File: src/logic/clk_ctrl_pkg.sv
// Register map, field positions and reset values of the CPU clock source control block
// Functional notes
// - Divider codes 0 to 4 give divide 1 to 16; low-speed source allows 1 or 2.
// - Shortest instruction lasts two CPU clock periods.
// - Power-up option, not a register, picks external or internal high-speed oscillator.
// - Reset clears the three mode registers; CPU starts on low-speed, both oscillators on.
// - Low-speed stop bit 0 runs the oscillator at 0 and stops it at 1.
// - Bits 1 to 7 of the low-speed mode register are read-only.
// - Low-speed oscillator starts after reset; stoppable only when the power-up option allows.
// - High-speed stop bit 7 stops the oscillator at 1; bits 0 to 6 read zero.
// - High-speed peripherals stall while stopped and need re-initialising afterwards.
// - Source-select bit 0 requests low-speed at 0 and high-speed at 1.
// - Status bit 1 is read-only and shows the source actually in use.
// - On the low-speed source the peripherals get a divided low-speed clock.
// - The stop-mode instruction halts the high-speed oscillator like the stop bit.
package clk_ctrl_pkg;

    localparam logic [15:0] ADDR_CPU_DIV     = 16'hfffb;
    localparam logic [15:0] ADDR_SRC_MODE    = 16'hffa1;
    localparam logic [15:0] ADDR_HS_OSC_CTRL = 16'hffa2;
    localparam logic [15:0] ADDR_LS_OSC_MODE = 16'hffa0;

    localparam logic [7:0]  RESET_CPU_DIV     = 8'h00;
    localparam logic [7:0]  RESET_SRC_MODE    = 8'h00;
    localparam logic [7:0]  RESET_HS_OSC_CTRL = 8'h00;
    localparam logic [7:0]  RESET_LS_OSC_MODE = 8'h00;

    localparam int DIV_CODE_LSB   = 0;
    localparam int DIV_CODE_W     = 3;
    localparam int LS_STOP_BIT    = 0;
    localparam int HS_STOP_BIT    = 7;
    localparam int SRC_SELECT_BIT = 0;
    localparam int SRC_STATUS_BIT = 1;

    localparam logic [2:0] DIV_CODE_MAX    = 3'h4;
    localparam logic [2:0] DIV_CODE_LS_MAX = 3'h1;

    localparam int INSTR_MIN_CLOCKS = 2;

    typedef enum logic [1:0] {
        SW_RUN,
        SW_DRAIN,
        SW_ARM
    } switch_state_e;

endpackage

File: src/logic/cpu_clock_source_control.sv
// CPU clock source control: registers, oscillator enables, source switch and dividers
`timescale 1ns/1ps
module cpu_clock_source_control
    import clk_ctrl_pkg::*;
#(
    parameter int          DIV_W              = 4,
    parameter logic [2:0]  LS_PERIPH_DIV_LOG2 = 3'h1
) (
    input  wire logic        ref_clk,
    input  wire logic        rst_n,
    input  wire logic [15:0] addr,
    input  wire logic        wr_en,
    input  wire logic        rd_en,
    input  wire logic [7:0]  wr_data,
    output logic      [7:0]  rd_data,
    input  wire logic        opt_hs_internal,
    input  wire logic        opt_ls_stoppable,
    input  wire logic        stop_instr,
    input  wire logic        stop_wake,
    input  wire logic        hs_osc_tick,
    input  wire logic        ls_osc_tick,
    output logic             x1_osc_en,
    output logic             int_hs_osc_en,
    output logic             ls_osc_en,
    output logic             cpu_clk_tick,
    output logic             instr_slot_tick,
    output logic             periph_clk_tick,
    output logic             periph_on_ls,
    output logic             hs_periph_halted
);
    logic [2:0] div_code_q;
    logic       low_speed_stop_q;
    logic       high_speed_stop_q;
    logic       clock_source_select_q;
    logic       stop_mode_q;
    logic       opt_taken_q;
    logic       hs_internal_q;
    logic       ls_stoppable_q;
    logic       instr_phase_q;
    logic [7:0] rd_data_q;

    logic       wr_div;
    logic       wr_src;
    logic       wr_hs;
    logic       wr_ls;
    logic       hs_run;
    logic       clock_source_status;
    logic       main_tick;
    logic [2:0] div_eff;
    logic       ls_div_tick;
    logic [7:0] rd_mux;

    // Register write decode
    assign wr_div = wr_en && (addr == ADDR_CPU_DIV);
    assign wr_src = wr_en && (addr == ADDR_SRC_MODE);
    assign wr_hs  = wr_en && (addr == ADDR_HS_OSC_CTRL);
    assign wr_ls  = wr_en && (addr == ADDR_LS_OSC_MODE);

    // Software-writable controls; only the documented bits are stored
    always_ff @(posedge ref_clk or negedge rst_n) begin
        if (!rst_n) begin
            div_code_q            <= RESET_CPU_DIV[DIV_CODE_LSB +: DIV_CODE_W];
            low_speed_stop_q      <= RESET_LS_OSC_MODE[LS_STOP_BIT];
            high_speed_stop_q     <= RESET_HS_OSC_CTRL[HS_STOP_BIT];
            clock_source_select_q <= RESET_SRC_MODE[SRC_SELECT_BIT];
        end else begin
            if (wr_div) begin
                div_code_q <= wr_data[DIV_CODE_LSB +: DIV_CODE_W]; // Upper bits dropped
            end
            if (wr_ls) begin
                low_speed_stop_q <= wr_data[LS_STOP_BIT]; // Bits 1 to 7 ignored
            end
            if (wr_hs) begin
                high_speed_stop_q <= wr_data[HS_STOP_BIT];
            end
            if (wr_src) begin
                clock_source_select_q <= wr_data[SRC_SELECT_BIT]; // Status bit ignored
            end
        end
    end

    // Power-up options caught once, on the first edge after reset release
    always_ff @(posedge ref_clk or negedge rst_n) begin
        if (!rst_n) begin
            opt_taken_q    <= 1'b0;
            hs_internal_q  <= 1'b0;
            ls_stoppable_q <= 1'b0;
        end else if (!opt_taken_q) begin
            opt_taken_q    <= 1'b1;
            hs_internal_q  <= opt_hs_internal;
            ls_stoppable_q <= opt_ls_stoppable;
        end
    end

    // Stop mode holds until wake; a new stop request wins over a wake
    always_ff @(posedge ref_clk or negedge rst_n) begin
        if (!rst_n) begin
            stop_mode_q <= 1'b0;
        end else if (stop_instr) begin
            stop_mode_q <= 1'b1;
        end else if (stop_wake) begin
            stop_mode_q <= 1'b0;
        end
    end

    // Oscillator enables; low-speed runs unless stopping is allowed and asked
    assign hs_run        = !high_speed_stop_q && !stop_mode_q;
    assign x1_osc_en     = hs_run && opt_taken_q && !hs_internal_q;
    assign int_hs_osc_en = hs_run && opt_taken_q && hs_internal_q;
    assign ls_osc_en     = !(low_speed_stop_q && ls_stoppable_q);

    // High-speed peripherals stall while their clock is stopped
    assign hs_periph_halted = !hs_run;

    source_switch u_switch (
        .ref_clk  (ref_clk),
        .rst_n    (rst_n),
        .req_hs   (clock_source_select_q),
        .hs_avail (hs_run),
        .hs_tick  (hs_osc_tick && hs_run),
        .ls_tick  (ls_osc_tick && ls_osc_en),
        .sel_hs   (clock_source_status),
        .tick_out (main_tick)
    );

    // Divide code, clamped to the legal set for the active source
    assign div_eff = !clock_source_status ?
                     ((div_code_q > DIV_CODE_LS_MAX) ? DIV_CODE_LS_MAX : div_code_q) :
                     ((div_code_q > DIV_CODE_MAX) ? DIV_CODE_MAX : div_code_q);

    tick_divider #(
        .W (DIV_W)
    ) u_cpu_div (
        .ref_clk    (ref_clk),
        .rst_n      (rst_n),
        .tick_in    (main_tick),
        .log2_ratio (div_eff),
        .tick_out   (cpu_clk_tick)
    );

    tick_divider #(
        .W (DIV_W)
    ) u_ls_periph_div (
        .ref_clk    (ref_clk),
        .rst_n      (rst_n),
        .tick_in    (ls_osc_tick && ls_osc_en),
        .log2_ratio (LS_PERIPH_DIV_LOG2),
        .tick_out   (ls_div_tick)
    );

    // Peripheral clock follows the source actually in use
    assign periph_on_ls    = !clock_source_status;
    assign periph_clk_tick = clock_source_status ? (hs_osc_tick && hs_run) : ls_div_tick;

    // One instruction slot every second CPU clock
    always_ff @(posedge ref_clk or negedge rst_n) begin
        if (!rst_n) begin
            instr_phase_q <= 1'b0;
        end else if (cpu_clk_tick) begin
            instr_phase_q <= !instr_phase_q;
        end
    end
    assign instr_slot_tick = cpu_clk_tick && instr_phase_q;

    // Read mux; reserved bits read as zero
    assign rd_mux = (addr == ADDR_CPU_DIV)     ? {5'h00, div_code_q} :
                    (addr == ADDR_LS_OSC_MODE) ? {7'h00, low_speed_stop_q} :
                    (addr == ADDR_HS_OSC_CTRL) ? {high_speed_stop_q, 7'h00} :
                    (addr == ADDR_SRC_MODE)    ?
                        {6'h00, clock_source_status, clock_source_select_q} :
                    8'h00;

    // Read data registered one cycle after the strobe
    always_ff @(posedge ref_clk or negedge rst_n) begin
        if (!rst_n) begin
            rd_data_q <= 8'h00;
        end else if (rd_en) begin
            rd_data_q <= rd_mux;
        end
    end
    assign rd_data = rd_data_q;
endmodule

File: src/logic/source_switch.sv
// Glitch-free selection between low-speed and high-speed tick streams
`timescale 1ns/1ps
module source_switch
    import clk_ctrl_pkg::*;
(
    input  wire logic ref_clk,
    input  wire logic rst_n,
    input  wire logic req_hs,
    input  wire logic hs_avail,
    input  wire logic hs_tick,
    input  wire logic ls_tick,
    output logic      sel_hs,
    output logic      tick_out
);
    switch_state_e state_q;
    logic          sel_hs_q;
    logic          old_tick;
    logic          new_tick;
    logic          want_change;

    assign old_tick    = sel_hs_q ? hs_tick : ls_tick;
    assign new_tick    = sel_hs_q ? ls_tick : hs_tick;
    assign want_change = (req_hs != sel_hs_q) && (!req_hs || hs_avail);
    // No ticks pass while the switch is between sources
    assign tick_out    = (state_q == SW_RUN) && old_tick;
    assign sel_hs      = sel_hs_q;

    // Finish on an old-source edge, then start on a new-source edge
    always_ff @(posedge ref_clk or negedge rst_n) begin
        if (!rst_n) begin
            state_q  <= SW_RUN;
            sel_hs_q <= 1'b0;
        end else begin
            case (state_q)
                SW_RUN: begin
                    if (want_change) begin
                        state_q <= SW_DRAIN;
                    end
                end
                SW_DRAIN: begin
                    if (!want_change) begin
                        state_q <= SW_RUN; // Request withdrawn or target stopped
                    end else if (old_tick) begin
                        state_q <= SW_ARM;
                    end
                end
                SW_ARM: begin
                    // A target stopped mid-switch would never tick; fall back
                    if (!want_change) begin
                        state_q <= SW_RUN;
                    end else if (new_tick) begin
                        state_q  <= SW_RUN;
                        sel_hs_q <= !sel_hs_q;
                    end
                end
                default: begin
                    state_q <= SW_RUN;
                end
            endcase
        end
    end
endmodule

File: src/logic/tick_divider.sv
// Divides a stream of source ticks by a power of two
`timescale 1ns/1ps
module tick_divider
    import clk_ctrl_pkg::*;
#(
    parameter int W = 4
) (
    input  wire logic         ref_clk,
    input  wire logic         rst_n,
    input  wire logic         tick_in,
    input  wire logic [2:0]   log2_ratio,
    output logic              tick_out
);
    logic [W-1:0] cnt_q;
    logic [W-1:0] mask;

    // Ones in the low log2_ratio bits mark the wrap point
    assign mask     = W'((1 << log2_ratio) - 1);
    assign tick_out = tick_in && ((cnt_q & mask) == mask);

    // Free-running count of source ticks
    always_ff @(posedge ref_clk or negedge rst_n) begin
        if (!rst_n) begin
            cnt_q <= '0;
        end else if (tick_in) begin
            cnt_q <= cnt_q + W'(1);
        end
    end
endmodule

File: config.mk
export PLATFORM = sky130hd
export DESIGN_NAME = cpu_clock_source_control
export DESIGN_NICKNAME = d
export VERILOG_FILES = /design/src/logic/clk_ctrl_pkg.sv /design/src/logic/cpu_clock_source_control.sv /design/src/logic/source_switch.sv /design/src/logic/tick_divider.sv
export SDC_FILE = /design/constraint.sdc
export NUM_CORES = 1
export LEC_CHECK = 0
export BUFFER_PORTS_ARGS = -buffer_cell sky130_fd_sc_hd__buf_2
export CORE_MARGIN = 2
export CORE_UTILIZATION = 39
export DETAILED_ROUTE_END_ITERATION = 7
export PLACE_DENSITY = 0.64
export SYNTH_ARGS = -nofsm -noshare
export SYNTH_HDL_FRONTEND = slang
export SYNTH_HIERARCHICAL = 1
export SYNTH_SLANG_ARGS = --single-unit
File: constraint.sdc
create_clock -name ref_clk -period 3.9 [get_ports ref_clk]
set_input_delay 0.975 -clock ref_clk [delete_from_list [all_inputs] [get_ports ref_clk]]
set_output_delay 0.975 -clock ref_clk [all_outputs]
set_load 0.05 [all_outputs]
==> impl_metrics.csv, run 1 <==
group,metric,value,unit
run_status,status,"finished, final reports clean",
power,totalPowerFinal,0.000777,W
setup_path,critPathMaxFanout,5,
clock_network,cts_hold_buf,0,
detailed_routing,ant_nets,0,
power,power_leakage,0.957,nW
setup_path,crit_path_end,"instr_slot_tick",
synth,avgSynthCellArea,10.7,um2
global_routing,grt_usage,14.8,%
synth,yosysUniqueCellTypes,42,
timing,drv_slew,0,
setup_path,cp.arrival,2640,ps
final_layout,num-nets-final,238,
detailed_routing,dr.pass1.iters,4,
timing,tns,0,ps
detailed_routing,drtIter0Drc,31,
clock_network,clockBufferDepth,2,
clock_network,cts-buffers-inserted,3,
floorplan,fp.coreArea,3690,um2
clock_network,clkSlewWorstSetupHoldPaths,90,ps
timing,whs,473,ps
timing,rsz0062_at_grt,"no",
place,place_area,1840,um2
clock_network,post-cts-setup-buffer-count,0,
timing,max_freq,0.276,GHz
place,gp_congestion,0.714,
detailed_routing,routedWlPerCell,12.1,um
clock_network,worstSkewPairLatency,260,ps
setup_path,startpoint,"hs_osc_tick",
timing,min_period,3620,ps
place,dp_hpwl,2350,um
timing,worst_pin_slew,587,ps
floorplan,start_util,41.0,%
clock_network,clkSinkCount,26,
timing,fin_crit_sh,92.8,%
clock_network,cts_tree,"built",
setup_path,end_kind,"output pin",
place,io_buffers,41,
final_layout,nFillCells,353,
synth,ys_seq_area_share,43.0,%
setup_path,regToRegStartpoint,"high_speed_stop_q",
floorplan,fp.dieH,66.3,um
timing,relSlewSlack,60.9,%
global_routing,grt_max_degree,27,
synth,syn_inst,142,
floorplan,pin_count,50,
min_path,hold_path.class,"flip-flop to flip-flop",
setup_path,reg2reg_slack,1850,ps
final_layout,n_antenna_cell,0,
setup_path,cp_data_required_time,2920,ps
setup_path,reg2reg_depth,8,
floorplan,die_x,66.3,um
clock_network,clock-root-buffer,"clkbuf_8",
timing,finalWorstSetupSlack,282,ps
global_routing,grt_first_pass_wirelength,4990,um
synth,yosysWarningCount,6,
timing,skew,7.00,ps
global_routing,antenna_found_initial,0,
synth,synth_edf_count,0,
final_layout,area_growth,26.2,%
timing,hold_viol,0,
synth,async_flop_share,100,%
job,max_cap_viol_count,0,
global_routing,grt-ovfl-total,0,
synth,yosys.area.top_type_share,43.0,%
final_layout,drive_above_1_share,35.7,%
synth,syn_area,1510,um2
floorplan,dieArea,4390,um2
setup_path,worstSetupStartpointType,"primary input",
setup_path,crit_type,"primary input to output pin",
setup_path,worstReg2RegEnd,"instr_phase_q",
synth,synth.top_cells.by_area,"dfrtp_1, mux2_2, inv_1",
global_routing,grt_pass1_vias,1161,
floorplan,fp-row-count,22,
detailed_routing,wirelength,2980,um
clock_network,h-tree-depth,1,
power,vdd_drop_max,0.182,mV
synth,synthFlopType,"dfrtp_1",
synth,synth_top_cell_by_area,"dfrtp_1",
detailed_routing,vias,1185,
clock_network,cts_resized,0,
detailed_routing,vias_per_cell,4.80,
synth,synth_seq_cells,26,
detailed_routing,drc,0,
timing,final-setup-viol-count,0,
final_layout,finalInstanceArea,1910,um2
power,powerDensity,407,nW/um2
place,pre_cts_slack,281,ps
per-stage QoR:
stage          utilization, %  std cells
6_report                 51.8        247
3_5_place_dp             49.8        243
2_1_floorplan               -        155
4_1_cts                  51.8        247
3_3_place_gp             49.8        243
5_1_grt                  51.8        247
logic make-up after synthesis:
kind of cell	Yosys count	share of synthesized area [%]
AOI/OAI and AO/OA	16	9.84
adders and majority gates	4	3.31
and+or+nand+nor	54	22.7
buffers and inverters	18	5.46
xor gates and xnor gates	9	5.21
other	2	0.496
DFF	26	43.0
muxes	13	10.0
Yosys cell counts (3+ instances only):
master   number
nand2_1      10
nand3_1       3
and3_1        3
nor3b_1       3
and2_1        4
xor2_1        5
mux2_2        8
ha_1          4
inv_1        14
nor2_1        9
dfrtp_1      26
buf_4         4
xnor2_1       4
nand4_1       6
layout make-up:
| class | count | area [um2] | area share, % |
|---|---|---|---|
| clock buffers | 3 | 41.3 | 2.16 |
| clock inverters | 1 | 30.0 | 1.57 |
| inverters | 14 | 52.6 | 2.75 |
| multi-input cells | 111 | 847 | 44.4 |
| flip-flops and latches | 26 | 651 | 34.1 |
| well taps | 48 | 60.1 | 3.15 |
| repair buffers | 44 | 228 | 11.9 |
worst min path at each step:
stage | from | end | slack, ps | cells after the start
after detailed placement | instr_phase_q | instr_phase_q | 460 | 1
after global routing | instr_phase_q | instr_phase_q | 500 | 1
after CTS | instr_phase_q | instr_phase_q | 480 | 1
final | instr_phase_q | instr_phase_q | 470 | 1
after floorplan | instr_phase_q | instr_phase_q | 440 | 1
after global placement | instr_phase_q | instr_phase_q | 450 | 1
worst max-delay path: stages:
cell      delay (ps)
buf_2             80
and2_1           230
mux2i_1          150
nor3_2           290
o221ai_1         230
a221oi_4         270
and2_4           180
buf_2            250
cells in the final DEF, fill, tap and decap left out, drive strengths merged, types with 3 or more instances in the layout:
master  Yosys  routed
and2        4       4
and3        3       3
buf         4      44
clkbuf      0       3
conb        2      15
dfrtp      26      26
ha          4       4
inv        14      14
mux2       11      11
nand2      10      10
nand3       3       3
nand4       6       6
nor2        9       9
nor3b       3       3
nor4        3       3
xnor2       4       4
xor2        5       5
sequential cells by signal (all words and copies together) (netlist names):
name	flops
clock_source_select_q	1
div_code_q	3
high_speed_stop_q	1
hs_internal_q	1
instr_phase_q	1
low_speed_stop_q	1
ls_stoppable_q	1
opt_taken_q	1
rd_data	4
stop_mode_q	1
u_cpu_div/cnt_q	4
u_ls_periph_div/cnt_q	4
u_switch/sel_hs	1
u_switch/state_q	2
power by group:
group          internal, W  switching (W)  total (W)  leakage [nW]
clock network     0.000137      0.0000811   0.000218        0.0357
logic            0.0000849       0.000102   0.000187         0.588
registers         0.000322      0.0000494   0.000372         0.333
per-layer routing:
layer	GRT usage, %	routed length (um)
met1	18.3	1330
met2	26.0	1500
met3	2.21	132
met4	4.85	17
met5	0	0
Note: power is estimated with default switching activity, not from simulation.
==> inputs of run 2 (changes only) <==
--- a/config.mk
+++ b/config.mk
@@ -6,6 +6,7 @@
 export NUM_CORES = 1
 export LEC_CHECK = 0
 export BUFFER_PORTS_ARGS = -buffer_cell sky130_fd_sc_hd__buf_2
+export CORE_ASPECT_RATIO = 1.1
 export CORE_MARGIN = 2
 export CORE_UTILIZATION = 39
 export DETAILED_ROUTE_END_ITERATION = 7
==> run 2 against run 1 <==
Clock skew is 2.6 ps lower. Clock-buffer cell count is 1 higher. Fmax is 1.7% higher. Sequential share of layout area is 0.38 points higher. Cell count is 0.40% higher. Register-to-register slack worse by 90 ps. Worst hold slack better by 9.4 ps. Clock power is 22% lower. Wire length is 0.84% lower. Critical path depth is 1 lower. First-iteration DRC count is 45% lower. Largest cell class unchanged.
==> impl_metrics.csv, run 2 (synthesis gave the netlist of run 1 again) <==
group,metric,value,unit
floorplan,start_util,41.1,%
detailed_routing,wirelength,2960,um
timing,relSlewSlack,62.5,%
timing,drv_slew,0,
setup_path,reg2reg_slack,1760,ps
timing,hold_viol,0,
setup_path,reg2reg_depth,6,
timing,finalWorstSetupSlack,343,ps
timing,whs,483,ps
global_routing,use_met2,28.1,%
run_status,status,"finished, final reports clean",
clock_network,post-cts-setup-buffer-count,0,
timing,rsz0062_at_grt,"no",
setup_path,end_kind,"output pin",
final_layout,regArea,651,um2
setup_path,cp.arrival,2580,ps
global_routing,use_met3,2.44,%
clock_network,h-tree-depth,1,
final_layout,final_common_cell,"buf_2",
floorplan,dieArea,4390,um2
clock_network,clock-root-buffer,"clkbuf_8",
global_routing,grt-ovfl-total,0,
timing,fin_crit_sh,91.2,%
power,power_leakage,0.944,nW
global_routing,grt_usage,14.5,%
clock_network,clkSlewWorstSetupHoldPaths,90,ps
detailed_routing,vias,1208,
detailed_routing,drtIter0Drc,17,
setup_path,crit_type,"flip-flop to output pin",
global_routing,grt_first_pass_wirelength,5190,um
place,place_area,1830,um2
global_routing,grt_pass1_vias,1249,
global_routing,antenna_found_initial,0,
detailed_routing,dr.pass1.iters,4,
clock_network,clockBufferDepth,2,
timing,worst_pin_slew,562,ps
global_routing,use_met1,15.3,%
final_layout,final_core_util,51.3,%
timing,final-setup-viol-count,0,
final_layout,final_cell_mix,"buf_2, dfrtp_1, conb_1",
timing,skew,4.43,ps
clock_network,cts-buffers-inserted,3,
job,max_cap_viol_count,0,
detailed_routing,routedWlPerCell,11.9,um
clock_network,cts_tree,"built",
final_layout,n_antenna_cell,0,
setup_path,critPathMaxFanout,13,
timing,min_period,3560,ps
floorplan,die_x,63.4,um
clock_network,clkSinkCount,26,
detailed_routing,drc,0,
final_layout,finalInstanceArea,1890,um2
final_layout,multi_input_area,847,um2
setup_path,cp_data_required_time,2920,ps
clock_network,cts_hold_buf,0,
detailed_routing,vias_per_cell,4.87,
floorplan,fp.dieH,69.3,um
min_path,hold_path.class,"flip-flop to flip-flop",
place,io_buffers,41,
clock_network,worstSkewPairLatency,260,ps
place,pre_cts_slack,457,ps
global_routing,grt_max_degree,27,
setup_path,worstSetupStartpointType,"flip-flop",
floorplan,fp.coreArea,3680,um2
timing,max_freq,0.281,GHz
global_routing,grt_busiest_layer,"met2",
place,dp_hpwl,2400,um
power,powerDensity,388,nW/um2
clock_network,cts_resized,0,
floorplan,fp-row-count,23,
final_layout,area_growth,24.8,%
timing,tns,0,ps
floorplan,pin_count,50,
final_layout,num-nets-final,237,
min_path,hold-path-cell-count,1,
power,vdd_drop_max,0.138,mV
detailed_routing,ant_nets,0,
place,gp_congestion,0.744,
final_layout,nFillCells,360,
final_layout,drive_above_1_share,35.4,%
run 2: power by group:
part	internal, W	switching, W	total, W
Combinational	0.0000853	0.000104	0.000189
Sequential	0.000322	0.0000492	0.000372
Clock	0.0000901	0.0000809	0.000171
Total	0.000498	0.000234	0.000732
run 2: worst paths after layout:
path	startpoint	end
max in group asynchronous	rst_n	u_switch/state_q[1]
worst min register to register	u_ls_periph_div/cnt_q[3]	u_ls_periph_div/cnt_q[3]
min in group asynchronous	rst_n	instr_phase_q
worst max register to register	u_switch/sel_hs	instr_phase_q
worst max-delay path	u_switch/sel_hs	instr_slot_tick
worst min-delay path	u_ls_periph_div/cnt_q[3]	u_ls_periph_div/cnt_q[3]
run 2: per-layer routing:
layer | vias up | wire length (um)
met3 | 2 | 116
li1 | 600 | -
met5 | - | 0
met1 | 576 | 1170
met2 | 30 | 1640
met4 | 0 | 34
run 2: critical path, stage by stage (launching register included):
cell	delay (ps)
dfrtp_1	580
o22ai_1	180
or3_4	420
ha_1	290
o221ai_1	150
a221oi_4	260
and2_4	180
buf_2	250
run 2: layout make-up:
class	count	area share [%]
Multi-Input combinational cell	111	44.9
Sequential cell	26	34.5
Timing Repair Buffer	43	11.7
Tap cell	50	3.31
Clock buffer	4	2.92
Inverter	14	2.78
run 2: through the flow:
stage,power [W],instances
2_1_floorplan,0.000513,155
3_3_place_gp,0.000556,244
3_5_place_dp,0.000568,244
4_1_cts,0.000742,248
5_1_grt,0.000786,248
6_report,0.000732,248
